`src/bmcs_pkg.sv`:
```
/*
 * Package for the boot mode and clock setup block: register offsets,
 * field positions, reset values, modes and timing constants.
 * Assumes a 32-bit classic Wishbone slave port on a 100 MHz clock.
 */
package bmcs_pkg;

	// ****************************************
	// Register map (byte addresses)
	// ****************************************
	localparam logic [7:0] REG_MODE    = 8'h00; // Latched boot mode and pins
	localparam logic [7:0] REG_CTRL    = 8'h04; // Status pin function, output level
	localparam logic [7:0] REG_CLOCK   = 8'h08; // Doubler and spreader settings
	localparam logic [7:0] REG_SERIAL  = 8'h0c; // Programming port use
	localparam logic [7:0] REG_CYCLE   = 8'h10; // Cycle indication strobes

	// ****************************************
	// Field positions
	// ****************************************
	localparam int MODE_PROGRAMMING_CONNECTOR_BIT  = 0;
	localparam int MODE_PIN0_BIT  = 1;
	localparam int MODE_PIN1_BIT  = 2;
	localparam int MODE_LIVE0_BIT = 3;
	localparam int MODE_LIVE1_BIT = 4;
	localparam int MODE_CLKIN_BIT = 5;
	localparam int CTRL_FUNC_LSB  = 0;
	localparam int CTRL_LEVEL_BIT = 2;
	localparam int CLK_DBL_BIT    = 0;
	localparam int CLK_SPR_LSB    = 1;
	localparam int SER_ASYNC_BIT  = 0;
	localparam int CYC_FETCH_BIT  = 0;
	localparam int CYC_IACK_BIT   = 1;

	// ****************************************
	// Modes and settings
	// ****************************************
	typedef enum logic [1:0] {
		BMCS_STAT_FETCH,
		BMCS_STAT_IACK,
		BMCS_STAT_GPO
	} bmcs_stat_func_t;

	localparam logic [1:0] SPREAD_OFF    = 2'h0;
	localparam logic [1:0] SPREAD_NORMAL = 2'h1;
	localparam logic [1:0] SPREAD_STRONG = 2'h2;
	localparam logic       DOUBLE_OFF    = 1'h0;
	localparam logic       DOUBLE_ON     = 1'h1;

	// ****************************************
	// Reset values
	// ****************************************
	localparam logic [1:0] RST_FUNC   = 2'h0;
	localparam logic       RST_LEVEL  = 1'h1;
	localparam logic       RST_DOUBLE = DOUBLE_ON;
	localparam logic [1:0] RST_SPREAD = SPREAD_NORMAL;
	localparam logic       RST_ASYNC  = 1'h1;

	// ****************************************
	// Timing
	// ****************************************
	localparam int CLK_MHZ      = 100;
	localparam int RES_KHZ      = 11060;  // Resonator frequency
	localparam int SYS_KHZ      = 22100;  // Doubled system clock
	localparam int RES_HALF_CYC = (CLK_MHZ * 1000) / (2 * RES_KHZ);
	localparam int SYS_HALF_CYC = (CLK_MHZ * 1000) / (2 * SYS_KHZ);

endpackage

```
`src/bmcs_clkgen.sv`:
```
/*
 * Core clock enable generator: toggles a modelled core clock at the
 * resonator rate or at twice it, and dithers the period when spreading.
 * Assumes it is clocked by the 100 MHz system clock.
 */
`timescale 1ns/1ns
module bmcs_clkgen (
	input  wire logic       clk_i,
	input  wire logic       rst_i,
	input  wire logic       double_i,
	input  wire logic [1:0] spread_i,
	output logic            core_clk_o,
	output logic            core_tick_o
);
	import bmcs_pkg::*;

	logic [7:0] cnt;    // Half-period counter
	logic [7:0] limit;  // Current half period in cycles
	logic [3:0] lfsr;   // Dither source

	// ****************************************
	// Half period selection
	// ****************************************
	// Doubler halves the half period; spreading adds up to one (normal) or up to three (strong) cycles
	always_comb begin
		limit = double_i ? 8'(SYS_HALF_CYC) : 8'(RES_HALF_CYC);
		case (spread_i)
			SPREAD_NORMAL: limit = limit + {7'h00, lfsr[0]};
			SPREAD_STRONG: limit = limit + {6'h00, lfsr[1:0]};
			default:       limit = limit;
		endcase
	end

	// Counter and clock toggle
	always_ff @(posedge clk_i) begin
		if (rst_i) begin
			cnt         <= 8'h00;
			core_clk_o  <= 1'b0;
			core_tick_o <= 1'b0;
			lfsr        <= 4'h1;
		end else if (cnt + 8'h01 >= limit) begin
			cnt         <= 8'h00;
			core_clk_o  <= ~core_clk_o;
			core_tick_o <= ~core_clk_o;
			lfsr        <= {lfsr[2:0], lfsr[3] ^ lfsr[2]};
		end else begin
			cnt         <= cnt + 8'h01;
			core_tick_o <= 1'b0;
		end
	end
endmodule

```
`src/bmcs_top.sv`:
```
/*
 * Boot mode and clock setup: latches start-up mode pins, drives the
 * status pin, holds clock and programming port settings.
 * Assumes pins are asynchronous and a classic Wishbone master.
 */
// Overview of operation
// Mode pins pick cold boot or address zero
// Pins high at reset give program mode
// Pins low at reset give run mode
// Host attaches connector before program reset
// Download and debug allowed only in program
// Fetch function drives status low on fetch; the code does so only on the first fetch after reset
// Acknowledge function drives status low during ack
// General output function drives written level
// External reset low resets core and peripherals
// Host may assert reset via port
// Port sync or async, clock as input
// Run time reads mode pins, drives status
// Doubler gives twice the resonator rate
// Doubler default on, zero off, one on
// Spreader default normal; zero, one, two
// Software avoids strong spreading setting
// Mode latched at reset release, held
`timescale 1ns/1ns
module bmcs_top (
	input  wire logic        clk_i,
	input  wire logic        rst_i,
	input  wire logic        wb_cyc_i,
	input  wire logic        wb_stb_i,
	input  wire logic        wb_we_i,
	input  wire logic [7:0]  wb_adr_i,
	input  wire logic [31:0] wb_dat_i,
	input  wire logic [3:0]  wb_sel_i,
	output logic [31:0]      wb_dat_o,
	output logic             wb_ack_o,
	input  wire logic        startup_mode_pin_0_i,
	input  wire logic        startup_mode_pin_1_i,
	input  wire logic        reset_n_i,
	input  wire logic        serial_clk_i,
	input  wire logic        fetch_cycle_i,
	input  wire logic        iack_cycle_i,
	output logic             status_o,
	output logic             status_oe_o,
	output logic             periph_reset_o,
	output logic             programming_connector_mode_o,
	output logic             boot_serial_o,
	output logic [15:0]      boot_addr_o,
	output logic             debug_enable_o,
	output logic             serial_async_o,
	output logic             clock_double_setting_o,
	output logic [1:0]       spread_setting_o,
	output logic             core_clk_o,
	output logic             core_tick_o
);
	import bmcs_pkg::*;

	// ****************************************
	// Pin synchronisers
	// ****************************************
	logic [3:0] sync_a;     // First stage, read only by sync_b
	logic [3:0] sync_b;     // Second stage, safe to use
	logic       rst_int;    // Combined internal reset
	logic       rst_q;      // Declared but never driven or read
	logic       latched;    // Mode latched since last reset

	// Two flops for pins, reset pin, clock-as-input
	always_ff @(posedge clk_i) begin
		sync_a <= {serial_clk_i, reset_n_i, startup_mode_pin_1_i, startup_mode_pin_0_i};
		sync_b <= sync_a;
	end

	// External reset low or bus reset resets all state but the pin synchronisers and the Wishbone answer (bus reset only)
	assign rst_int        = rst_i | ~sync_b[2];
	assign periph_reset_o = rst_int;

	// ****************************************
	// Boot mode latch
	// ****************************************
	logic mode_pin0;  // Pin 0 level at reset release
	logic mode_pin1;  // Pin 1 level at reset release
	logic programming_connector_mode;  // Program mode chosen

	// Caught by a clocked process on the first cycle after release,
	// so the reset value itself stays a constant
	always_ff @(posedge clk_i) begin
		if (rst_int) begin
			latched   <= 1'b0;
			mode_pin0 <= 1'b0;
			mode_pin1 <= 1'b0;
			programming_connector_mode <= 1'b0;
		end else if (!latched) begin
			latched   <= 1'b1;
			mode_pin0 <= sync_b[0];
			mode_pin1 <= sync_b[1];
			programming_connector_mode <= sync_b[0] & sync_b[1];
		end
	end

	// Mixed pin levels fall to run mode: only a firm high boots serially
	assign programming_connector_mode_o    = programming_connector_mode;
	assign boot_serial_o  = latched & programming_connector_mode;
	assign boot_addr_o    = 16'h0000;
	assign debug_enable_o = latched & programming_connector_mode;

	// ****************************************
	// Control registers
	// ****************************************
	logic [1:0] stat_func;   // Status pin function
	logic       stat_level;  // General output level
	logic       dbl;         // Doubler setting
	logic [1:0] spread;      // Spreader setting
	logic       async_mode;  // Programming port async
	logic       wr_en;       // Write taken this cycle
	logic       fetch_seen;  // Fetch strobe recorded
	logic       iack_seen;   // Ack strobe recorded
	logic       first_done;  // First fetch already passed

	assign wr_en = wb_cyc_i & wb_stb_i & wb_we_i & ~wb_ack_o & wb_sel_i[0];

	// Status function and level
	always_ff @(posedge clk_i) begin
		if (rst_int) begin
			stat_func  <= RST_FUNC;
			stat_level <= RST_LEVEL;
		end else if (wr_en && wb_adr_i == REG_CTRL) begin
			if (wb_dat_i[CTRL_FUNC_LSB +: 2] <= 2'(BMCS_STAT_GPO)) begin
				stat_func <= wb_dat_i[CTRL_FUNC_LSB +: 2];
			end
			stat_level <= wb_dat_i[CTRL_LEVEL_BIT];
		end
	end

	// Clock settings; code three is kept out as it has no meaning
	always_ff @(posedge clk_i) begin
		if (rst_int) begin
			dbl    <= RST_DOUBLE;
			spread <= RST_SPREAD;
		end else if (wr_en && wb_adr_i == REG_CLOCK) begin
			dbl <= wb_dat_i[CLK_DBL_BIT];
			if (wb_dat_i[CLK_SPR_LSB +: 2] != 2'h3) begin
				spread <= wb_dat_i[CLK_SPR_LSB +: 2];
			end
		end
	end

	// Programming port use
	always_ff @(posedge clk_i) begin
		if (rst_int) begin
			async_mode <= RST_ASYNC;
		end else if (wr_en && wb_adr_i == REG_SERIAL) begin
			async_mode <= wb_dat_i[SER_ASYNC_BIT];
		end
	end

	assign serial_async_o         = async_mode;
	assign clock_double_setting_o = dbl;
	assign spread_setting_o       = spread;

	// ****************************************
	// Status pin
	// ****************************************
	// Sticky records of cycle strobes; a new strobe beats a clear
	always_ff @(posedge clk_i) begin
		if (rst_int) begin
			fetch_seen <= 1'b0;
			iack_seen  <= 1'b0;
			first_done <= 1'b0;
		end else begin
			if (fetch_cycle_i) begin
				fetch_seen <= 1'b1;
				first_done <= 1'b1;
			end else if (wr_en && wb_adr_i == REG_CYCLE && wb_dat_i[CYC_FETCH_BIT]) begin
				fetch_seen <= 1'b0;
			end
			if (iack_cycle_i) begin
				iack_seen <= 1'b1;
			end else if (wr_en && wb_adr_i == REG_CYCLE && wb_dat_i[CYC_IACK_BIT]) begin
				iack_seen <= 1'b0;
			end
		end
	end

	// Status pin driven from a flop; in the fetch function low only on the first fetch
	always_ff @(posedge clk_i) begin
		if (rst_int) begin
			status_o    <= 1'b1;
			status_oe_o <= 1'b0;
		end else begin
			status_oe_o <= 1'b1;
			case (stat_func)
				2'(BMCS_STAT_FETCH): status_o <= ~(fetch_cycle_i & ~first_done);
				2'(BMCS_STAT_IACK):  status_o <= ~iack_cycle_i;
				2'(BMCS_STAT_GPO):   status_o <= stat_level;
				default:             status_o <= 1'b1;
			endcase
		end
	end

	// ****************************************
	// Wishbone slave
	// ****************************************
	// One wait-free answer: ack the cycle after the strobe, then drop
	always_ff @(posedge clk_i) begin
		if (rst_i) begin
			wb_ack_o <= 1'b0;
			wb_dat_o <= 32'h0000_0000;
		end else begin
			wb_ack_o <= wb_cyc_i & wb_stb_i & ~wb_ack_o;
			wb_dat_o <= 32'h0000_0000;
			case (wb_adr_i)
				REG_MODE: begin
					wb_dat_o[MODE_PROGRAMMING_CONNECTOR_BIT]  <= programming_connector_mode;
					wb_dat_o[MODE_PIN0_BIT]  <= mode_pin0;
					wb_dat_o[MODE_PIN1_BIT]  <= mode_pin1;
					wb_dat_o[MODE_LIVE0_BIT] <= sync_b[0];
					wb_dat_o[MODE_LIVE1_BIT] <= sync_b[1];
					wb_dat_o[MODE_CLKIN_BIT] <= sync_b[3] & async_mode;
				end
				REG_CTRL: begin
					wb_dat_o[CTRL_FUNC_LSB +: 2] <= stat_func;
					wb_dat_o[CTRL_LEVEL_BIT]     <= stat_level;
				end
				REG_CLOCK: begin
					wb_dat_o[CLK_DBL_BIT]      <= dbl;
					wb_dat_o[CLK_SPR_LSB +: 2] <= spread;
				end
				REG_SERIAL: wb_dat_o[SER_ASYNC_BIT] <= async_mode;
				REG_CYCLE: begin
					wb_dat_o[CYC_FETCH_BIT] <= fetch_seen;
					wb_dat_o[CYC_IACK_BIT]  <= iack_seen;
				end
				default: wb_dat_o <= 32'h0000_0000;
			endcase
		end
	end

	// ****************************************
	// Core clock model
	// ****************************************
	bmcs_clkgen u_clkgen (
		.clk_i       (clk_i),
		.rst_i       (rst_int),
		.double_i    (dbl),
		.spread_i    (spread),
		.core_clk_o  (core_clk_o),
		.core_tick_o (core_tick_o)
	);
endmodule

```
`config.mk`:
```
export PLATFORM = sky130hd
export DESIGN_NAME = bmcs_top
export DESIGN_NICKNAME = d
export VERILOG_FILES = /design/src/bmcs_pkg.sv /design/src/bmcs_clkgen.sv /design/src/bmcs_top.sv
export SDC_FILE = /design/constraint.sdc
export NUM_CORES = 1
export LEC_CHECK = 0
export BUFFER_PORTS_ARGS = -buffer_cell sky130_fd_sc_hd__buf_2
export CAP_MARGIN = 20
export CORE_UTILIZATION = 40
export CTS_BUF_LIST = sky130_fd_sc_hd__clkbuf_16
export DETAILED_ROUTE_END_ITERATION = 16
export PLACE_DENSITY = 0.76
export SLEW_MARGIN = 0
export SYNTH_ARGS = -nofsm -noshare
export SYNTH_HDL_FRONTEND = slang
export SYNTH_SLANG_ARGS = --single-unit
```
`constraint.sdc`:
```
create_clock -name clk_i -period 2.11 [get_ports clk_i]
set_input_delay 0.211 -clock clk_i [delete_from_list [all_inputs] [get_ports clk_i]]
set_output_delay 0.211 -clock clk_i [all_outputs]
set_load 0.005 [all_outputs]
```
==> metrics.txt, run 1 <==
DRT Pass-1 Iters 4; initial antenna violation count 0; CP max-delay cell a211oi_4; CTS sink cnt 44; Pwr Density slightly above 700 nW/µm²; Worst-path clk slew ~0.060 ns; DIE AREA ~5600 µm²; Max clock buf depth 2; Core Rows 26; Hold Path Class in -> reg; Tcrit/Tclk final 1.139; all-layer global routing usage 0.1274; critical path required time 2.31 ns; via count 1547; metal3 WL 226 µm; CTS buffer count 5; Die Ht 74.62 µm; GPL Wtd Cong 0.7954; P&R area growth vs syn 21.77%; final hold viol count 0; CP Cell Sequence inv_2 -> ha_4 -> nand2_4 -> ha_4 -> inv_2 -> mux2i_1 -> ha_1 -> a211o_1 -> a211oi_4 -> nand4_4 -> mux2i_1; RR Endpoint u_clkgen.lfsr[0]$_SDFFE_PN1P_; CP Class reg -> reg; TritonCTS clock tree yes; Mapped Area between 2000 and 2500 µm²; RSZ-0062 raised after global routing true; Top delay family on crit path compound AO/OA/AOI/OAI gates; Mean Syn Cell Area 9.252 µm²; min setup slack post-route -0.2935 ns; WL final 3710 µm; Clock Skews 0.004214 ns; vias per cell about 4.4; critical path peak fanout 5; maximum VDD drop around 300 µV; vias in the first global route 1273; Worst Path Buf+Inv 2; Worst-Skew Late Latency 0.28 ns; endpoints failing setup 10; final instance area approximately 2600 µm²; ant diodes 0; placed cells 342; PortBufs between 40 and 50; yosys warns 0; post-DP HPWL approximately 2700 µm; Setup crit end kind flip-flop; share of layout cells above drive strength 1 0.2695; DRC 0; Finished Layout Cells ~350; largest net degree at the start of global routing 16; I/O pins 116; Core Box Area approximately 5100 µm²; WL met2 1888 µm; Register-to-Register Path Depth 11; Seq cells post-synth 44; post-layout net count between 300 and 400; Overflow after GRT 0; Metal-1 WL 1534 µm; most common cell after layout, fill and taps aside conb_1; worst path arrival time around 2.6 ns; slew margin rel. 0.6126; Max-cap violations 0; Slew @ Worst Pin ~0.58 ns; sequential area share after synthesis 0.4176; max incr delay on CP 0.38 ns; Gate Count Post-Synth between 200 and 250; setup TNS -2.557 ns; commonest cells after routing, fill and taps aside conb_1, dfxtp_1, buf_2, nor2_1, nand2_1; clk root buf clkbuf_16; Final Power between 1.5 and 2 mW; Crit. Startpoint spread_setting_o[0]$_SDFFE_PN1P_; failing checks negative setup slack; initial core utilization 0.4130; H-tree levels 2; first-pass GRT wire length 5326 µm; post-layout min period approximately 2.4 ns; Pleak approximately 1.2 nW; fmax roughly 0.42 GHz; CP Launch Type flip-flop; run status finished, violations left; max layer used met4; Post-CTS Hold Fix Bufs 0; reg2reg start spread_setting_o[0]$_SDFFE_PN1P_; Chip Width 74.62 µm; initial DRC count 93; Placed Area 2322 µm²; Worst path depth 11; Post-DRT Antenna Nets 0; flop2flop setup slack -0.29 ns; Unique masters post-synth 38; end point of the critical path u_clkgen.lfsr[0]$_SDFFE_PN1P_; Slew Limit Fails 0; routed len/inst approximately 11 µm
-- flip-flops by register name (all words and copies together) (netlist names) --
| signal | cells |
|---|---|
| u_clkgen.core_tick_o | 1 |
| clock_double_setting_o | 1 |
| sync_a | 4 |
| wb_dat_o | 6 |
| u_clkgen.core_clk_o | 1 |
| programming_connector_mode_o | 1 |
| stat_level | 1 |
| status_oe_o | 1 |
| mode_pin0 | 1 |
| iack_seen | 1 |
| u_clkgen.cnt | 8 |
| u_clkgen.lfsr | 4 |
| spread_setting_o | 2 |
| wb_ack_o | 1 |
| sync_b | 4 |
| stat_func | 2 |
| mode_pin1 | 1 |
| serial_async_o | 1 |
| status_o | 1 |
| first_done | 1 |
| fetch_seen | 1 |
-- where the power goes --
part	internal, mW	leakage (nW)	switching (mW)
clock network	0.561	0.0840	0.309
registers	0.856	0.362	0.0137
logic	0.0486	0.788	0.0772
-- cell usage after synthesis --
library cell  number  area share
a211o_1            1      0.0042
a211oi_1           1      0.0036
a21oi_1            5       0.012
a22oi_1            1      0.0036
buf_4             43        0.15
clkbuf_1           5      0.0089
clkinv_1           1      0.0018
conb_1             1      0.0018
dfxtp_1           44        0.42
ha_1               8       0.047
inv_1              7       0.012
inv_2              1      0.0018
maj3_1             1      0.0047
mux2_2             1      0.0053
mux2i_1           15       0.071
nand2_1           18       0.032
nand2b_1           3      0.0089
nand3_1            4      0.0095
nand4_1            3      0.0089
nand4_2            1      0.0059
nand4b_1           2      0.0083
nor2_1            21       0.037
nor2b_1            4       0.012
nor3_1             7       0.017
nor3_2             1      0.0047
nor3b_1            3       0.011
nor4b_1            1      0.0042
o21a_1             2      0.0071
o21ai_0            2      0.0047
o21ai_1            5       0.012
o21ba_1            1      0.0047
o221a_1            2       0.011
or2_1              1      0.0030
or3_1              2      0.0059
or3b_1             1      0.0042
or4_4              2       0.011
xnor2_1            5       0.021
xor2_1             2      0.0083
-- timing repair --
| action | CTS | global route |
|---|---|---|
| endpoints found under the setup margin | 10 | 10 |
| buffers inserted | 0 | 1 |
| pin swaps | 0 | 2 |
| gates cloned | 0 | 1 |
| resized for setup | 0 | 9 |
-- worst register-to-register path: cells and delay by family, from the launching register on --
family	cells	cell delay, ns
AO/OA/AOI/OAI	2	0.68
adder cells (fa/ha/maj)	3	0.63
buffers and inverters	2	0.08
flip-flops	1	0.32
multiplexers	2	0.34
AND/OR/NAND/NOR	2	0.25
-- worst min-delay path by stage --
| stage | start | endpoint | slack (ns) | depth (start not counted) |
|---|---|---|---|---|
| 6_report | startup_mode_pin_0_i | sync_a[0]$_DFF_P_ | 0.03 | 1 |
| 5_1_grt | startup_mode_pin_1_i | sync_a[1]$_DFF_P_ | 0.02 | 1 |
| 4_1_cts | startup_mode_pin_0_i | sync_a[0]$_DFF_P_ | 0.02 | 1 |
| 3_5_place_dp | startup_mode_pin_0_i | sync_a[0]$_DFF_P_ | 0.32 | 1 |
| 3_3_place_gp | sync_a[3]$_DFF_P_ | sync_b[3]$_DFF_P_ | 0.31 | 0 |
| 2_1_floorplan | startup_mode_pin_0_i | sync_a[0]$_DFF_P_ | 0.24 | 0 |
-- stage by stage --
step                      setup slack (ns)    util  hold slack (ns)
after global placement             -0.1537  0.4547           0.3130
after detailed placement           -0.2213  0.4547           0.3175
after floorplan                   -0.05466       -           0.2387
final                              -0.2935  0.5029          0.02821
after global routing               -0.4110  0.5029          0.01615
after CTS                          -0.2588  0.4885          0.02082
-- per-layer routing --
layer  up-vias  track usage
li1        782            -
met1       700       0.1374
met2        60       0.2272
met3         5      0.04150
met4         0      0.05660
met5         -            0
-- area by class of cell --
cell class,instances,area (µm²)
clock inverters,3,47.55
repair buffers,48,257.7
well taps,70,87.58
multi-input cells,173,1134
fillers,509,2539
inverters,9,33.78
clock buffers,5,125.1
flip-flops and latches,44,883.3
-- cells by family after synthesis --
kind of cell               share of synthesized area
muxes                                        0.07651
other                                       0.001778
and+or+nand+nor                               0.1827
buffers and inverters                         0.1779
DFF                                           0.4176
AOI/OAI and AO/OA                            0.06227
adders and majority gates                    0.05220
xor gates and xnor gates                     0.02906
Note: power is estimated with default switching activity, not from simulation.
==> inputs of run 2 (changes only) <==
- REMOVE_ABC_BUFFERS: default -> 1
==> run 2 against run 1 <==
  * Routed wire length rose by 3.6%
  * Core utilization fell by 0.49 points
  * Non-clock buffer count did not move
  * The run still ends with negative setup slack left
  * Cell count fell by 0.28%
  * First-iteration DRC count fell by 48%
  * Critical path type unchanged
  * Critical path depth rose by 1
  * Sequential cell count did not move
  * Clock skew rose by 0.0019 ns
  * Global-route usage rose by 2.7 points
==> metrics.txt, run 2 (synthesized netlist as in run 1, its figures left out) <==
Pwr Density 741.9 nW/µm² (+2.1%); vias per cell 4.433 (+0.87%); RSZ-0062 raised after global routing true; I/O pins 116 (unchanged); DRC 0 (unchanged); worst path arrival time 2.50 ns (-0.10 ns); Worst-path clk slew 0.06 ns (about the same); endpoints failing setup 10 (unchanged); Slew @ Worst Pin 0.5615 ns (-0.01524 ns); critical path required time 2.29 ns (-0.02 ns); Max-cap violations 0 (unchanged); Worst-Skew Late Latency 0.29 ns (about the same); Slew Limit Fails 0 (unchanged); post-layout min period 2.326 ns (-0.07720 ns); Clock Skews 0.006093 ns (+0.001879 ns); fillers 484 (-4.9%); ant diodes 0 (unchanged); fmax 0.4299 GHz (+3.3%); run status finished, violations left; failing checks negative setup slack; largest registers u_clkgen.cnt x8, wb_dat_o x6; max FFs per register 8 (unchanged); Pleak 1.228 nW (-0.44%); max incr delay on CP 0.34 ns (-0.04 ns); Max clock buf depth 2 (unchanged); Post-DRT Antenna Nets 0 (unchanged); first-pass GRT wire length 6348 µm (+19%); PortBufs 41 (unchanged); Final Power 1.887 mW (+1.1%); post-layout net count 343 (-0.29%); most common cell type on the critical path ha_4; Chip Width 74.62 µm (unchanged); final hold viol count 0 (unchanged); DRT Pass-1 Iters 4 (unchanged); Die Ht 74.62 µm (unchanged); CTS buffer count 5 (unchanged); slew margin rel. 0.6228 (+0.01024); min setup slack post-route -0.2163 ns (+0.07720 ns); Overflow after GRT 0 (unchanged); Core Box Area 5107 µm² (unchanged); TritonCTS clock tree yes; Post-CTS Hold Fix Bufs 0 (unchanged); Multi-input gate area 1100 µm² (-3.0%); initial antenna violation count 0 (unchanged); CTS sink cnt 44 (unchanged); Top reg by flops u_clkgen.cnt; largest net degree at the start of global routing 16 (unchanged); GPL Wtd Cong 0.7664 (-3.6%); CP Class reg -> reg; commonest cells after routing, fill and taps aside conb_1, dfxtp_1, buf_2, nor2_1, nand2_1; most common cell after layout, fill and taps aside conb_1; CP max-delay cell or3b_1; Setup crit end kind flip-flop; share of layout cells above drive strength 1 0.2705 (+0.0009591); Tcrit/Tclk final 1.103 (-0.03659); flop2flop setup slack -0.22 ns (+0.08 ns); routed len/inst 10.95 µm (+3.9%); Top delay family on crit path simple AND/OR/NAND/NOR gates; initial core utilization 0.4130 (unchanged); WL final 3845 µm (+3.6%); post-DP HPWL 2736 µm (+0.61%); Hold Path Class in -> reg; clk root buf clkbuf_16; DIE AREA 5568 µm² (unchanged); CP Launch Type flip-flop; critical path peak fanout 5 (unchanged); Worst Path Buf+Inv 3 (+1); maximum VDD drop 406.7 µV (+36%); P&R area growth vs syn 20.58%; all-layer global routing usage 0.1544 (+0.02697); initial DRC count 48 (-48%); H-tree levels 2 (unchanged); CP Cell Sequence inv_2 -> ha_4 -> nand2_4 -> inv_4 -> ha_4 -> or3b_1 -> ha_1 -> o21a_1 -> a211oi_2 -> nand4_2 -> buf_6 -> nor2b_4; final core occ 0.4980 (-0.004900); Core Rows 26 (unchanged); vias in the first global route 1383 (+8.6%); Register Area 883.3 µm² (unchanged); via count 1556 (+0.58%)
run 2: final cells by class:
class / instances / share of cell area
Multi-Input combinational cell: 172 / 0.4324
Sequential cell: 44 / 0.3473
Timing Repair Buffer: 48 / 0.1043
Clock buffer: 5 / 0.04919
Tap cell: 70 / 0.03443
Clock inverter: 3 / 0.01820
Inverter: 9 / 0.01426
run 2: power by group:
| part | leakage [nW] | switching (mW) | internal, mW |
|---|---|---|---|
| combinational | 0.786 | 0.0721 | 0.0490 |
| clock | 0.0804 | 0.333 | 0.562 |
| sequential | 0.362 | 0.0143 | 0.856 |
| total | 1.23 | 0.420 | 1.47 |
run 2: timing repair:
item                                    4_1_cts  5_1_grt
cloned                                        1        0
endpoints found under the setup margin       10       10
resized for setup                            17        3
pin swaps                                     6        1
buffers inserted                              1        0
run 2: path summary, 6_finish.rpt:
kind | start | end | cells past startpoint
hold reg to reg | sync_a[1]$_DFF_P_ | sync_b[1]$_DFF_P_ | 0
hold / removal | startup_mode_pin_0_i | sync_a[0]$_DFF_P_ | 1
setup / recovery | spread_setting_o[0]$_SDFFE_PN1P_ | u_clkgen.core_tick_o$_SDFF_PP0_ | 12
setup reg to reg | spread_setting_o[0]$_SDFFE_PN1P_ | u_clkgen.core_tick_o$_SDFF_PP0_ | 12
run 2: per-stage QoR:
stage | cells | worst slack (ns) | cell area [µm²] | hold WS, ns | TNS (ns)
floorplan | 225 | -0.2729 | 1937 | 0.2387 | -2.427
global placement | 341 | -0.2136 | 2267 | 0.3122 | -1.989
detailed placement | 341 | -0.2961 | 2267 | 0.3121 | -2.680
CTS | 351 | -0.1653 | 2524 | 0.01842 | -1.509
global route | 351 | -0.3516 | 2544 | 0.006984 | -3.347
finish | 351 | -0.2163 | 2544 | 0.02061 | -1.970
run 2: metal layers:
| layer | track usage | vias to the layer above | part of all wire |
|---|---|---|---|
| li1 | - | 781 | - |
| met1 | 0.1793 | 706 | 0.44 |
| met2 | 0.2613 | 64 | 0.48 |
| met3 | 0.05221 | 5 | 0.061 |
| met4 | 0.06289 | 0 | 0.016 |
| met5 | 0 | - | 0 |
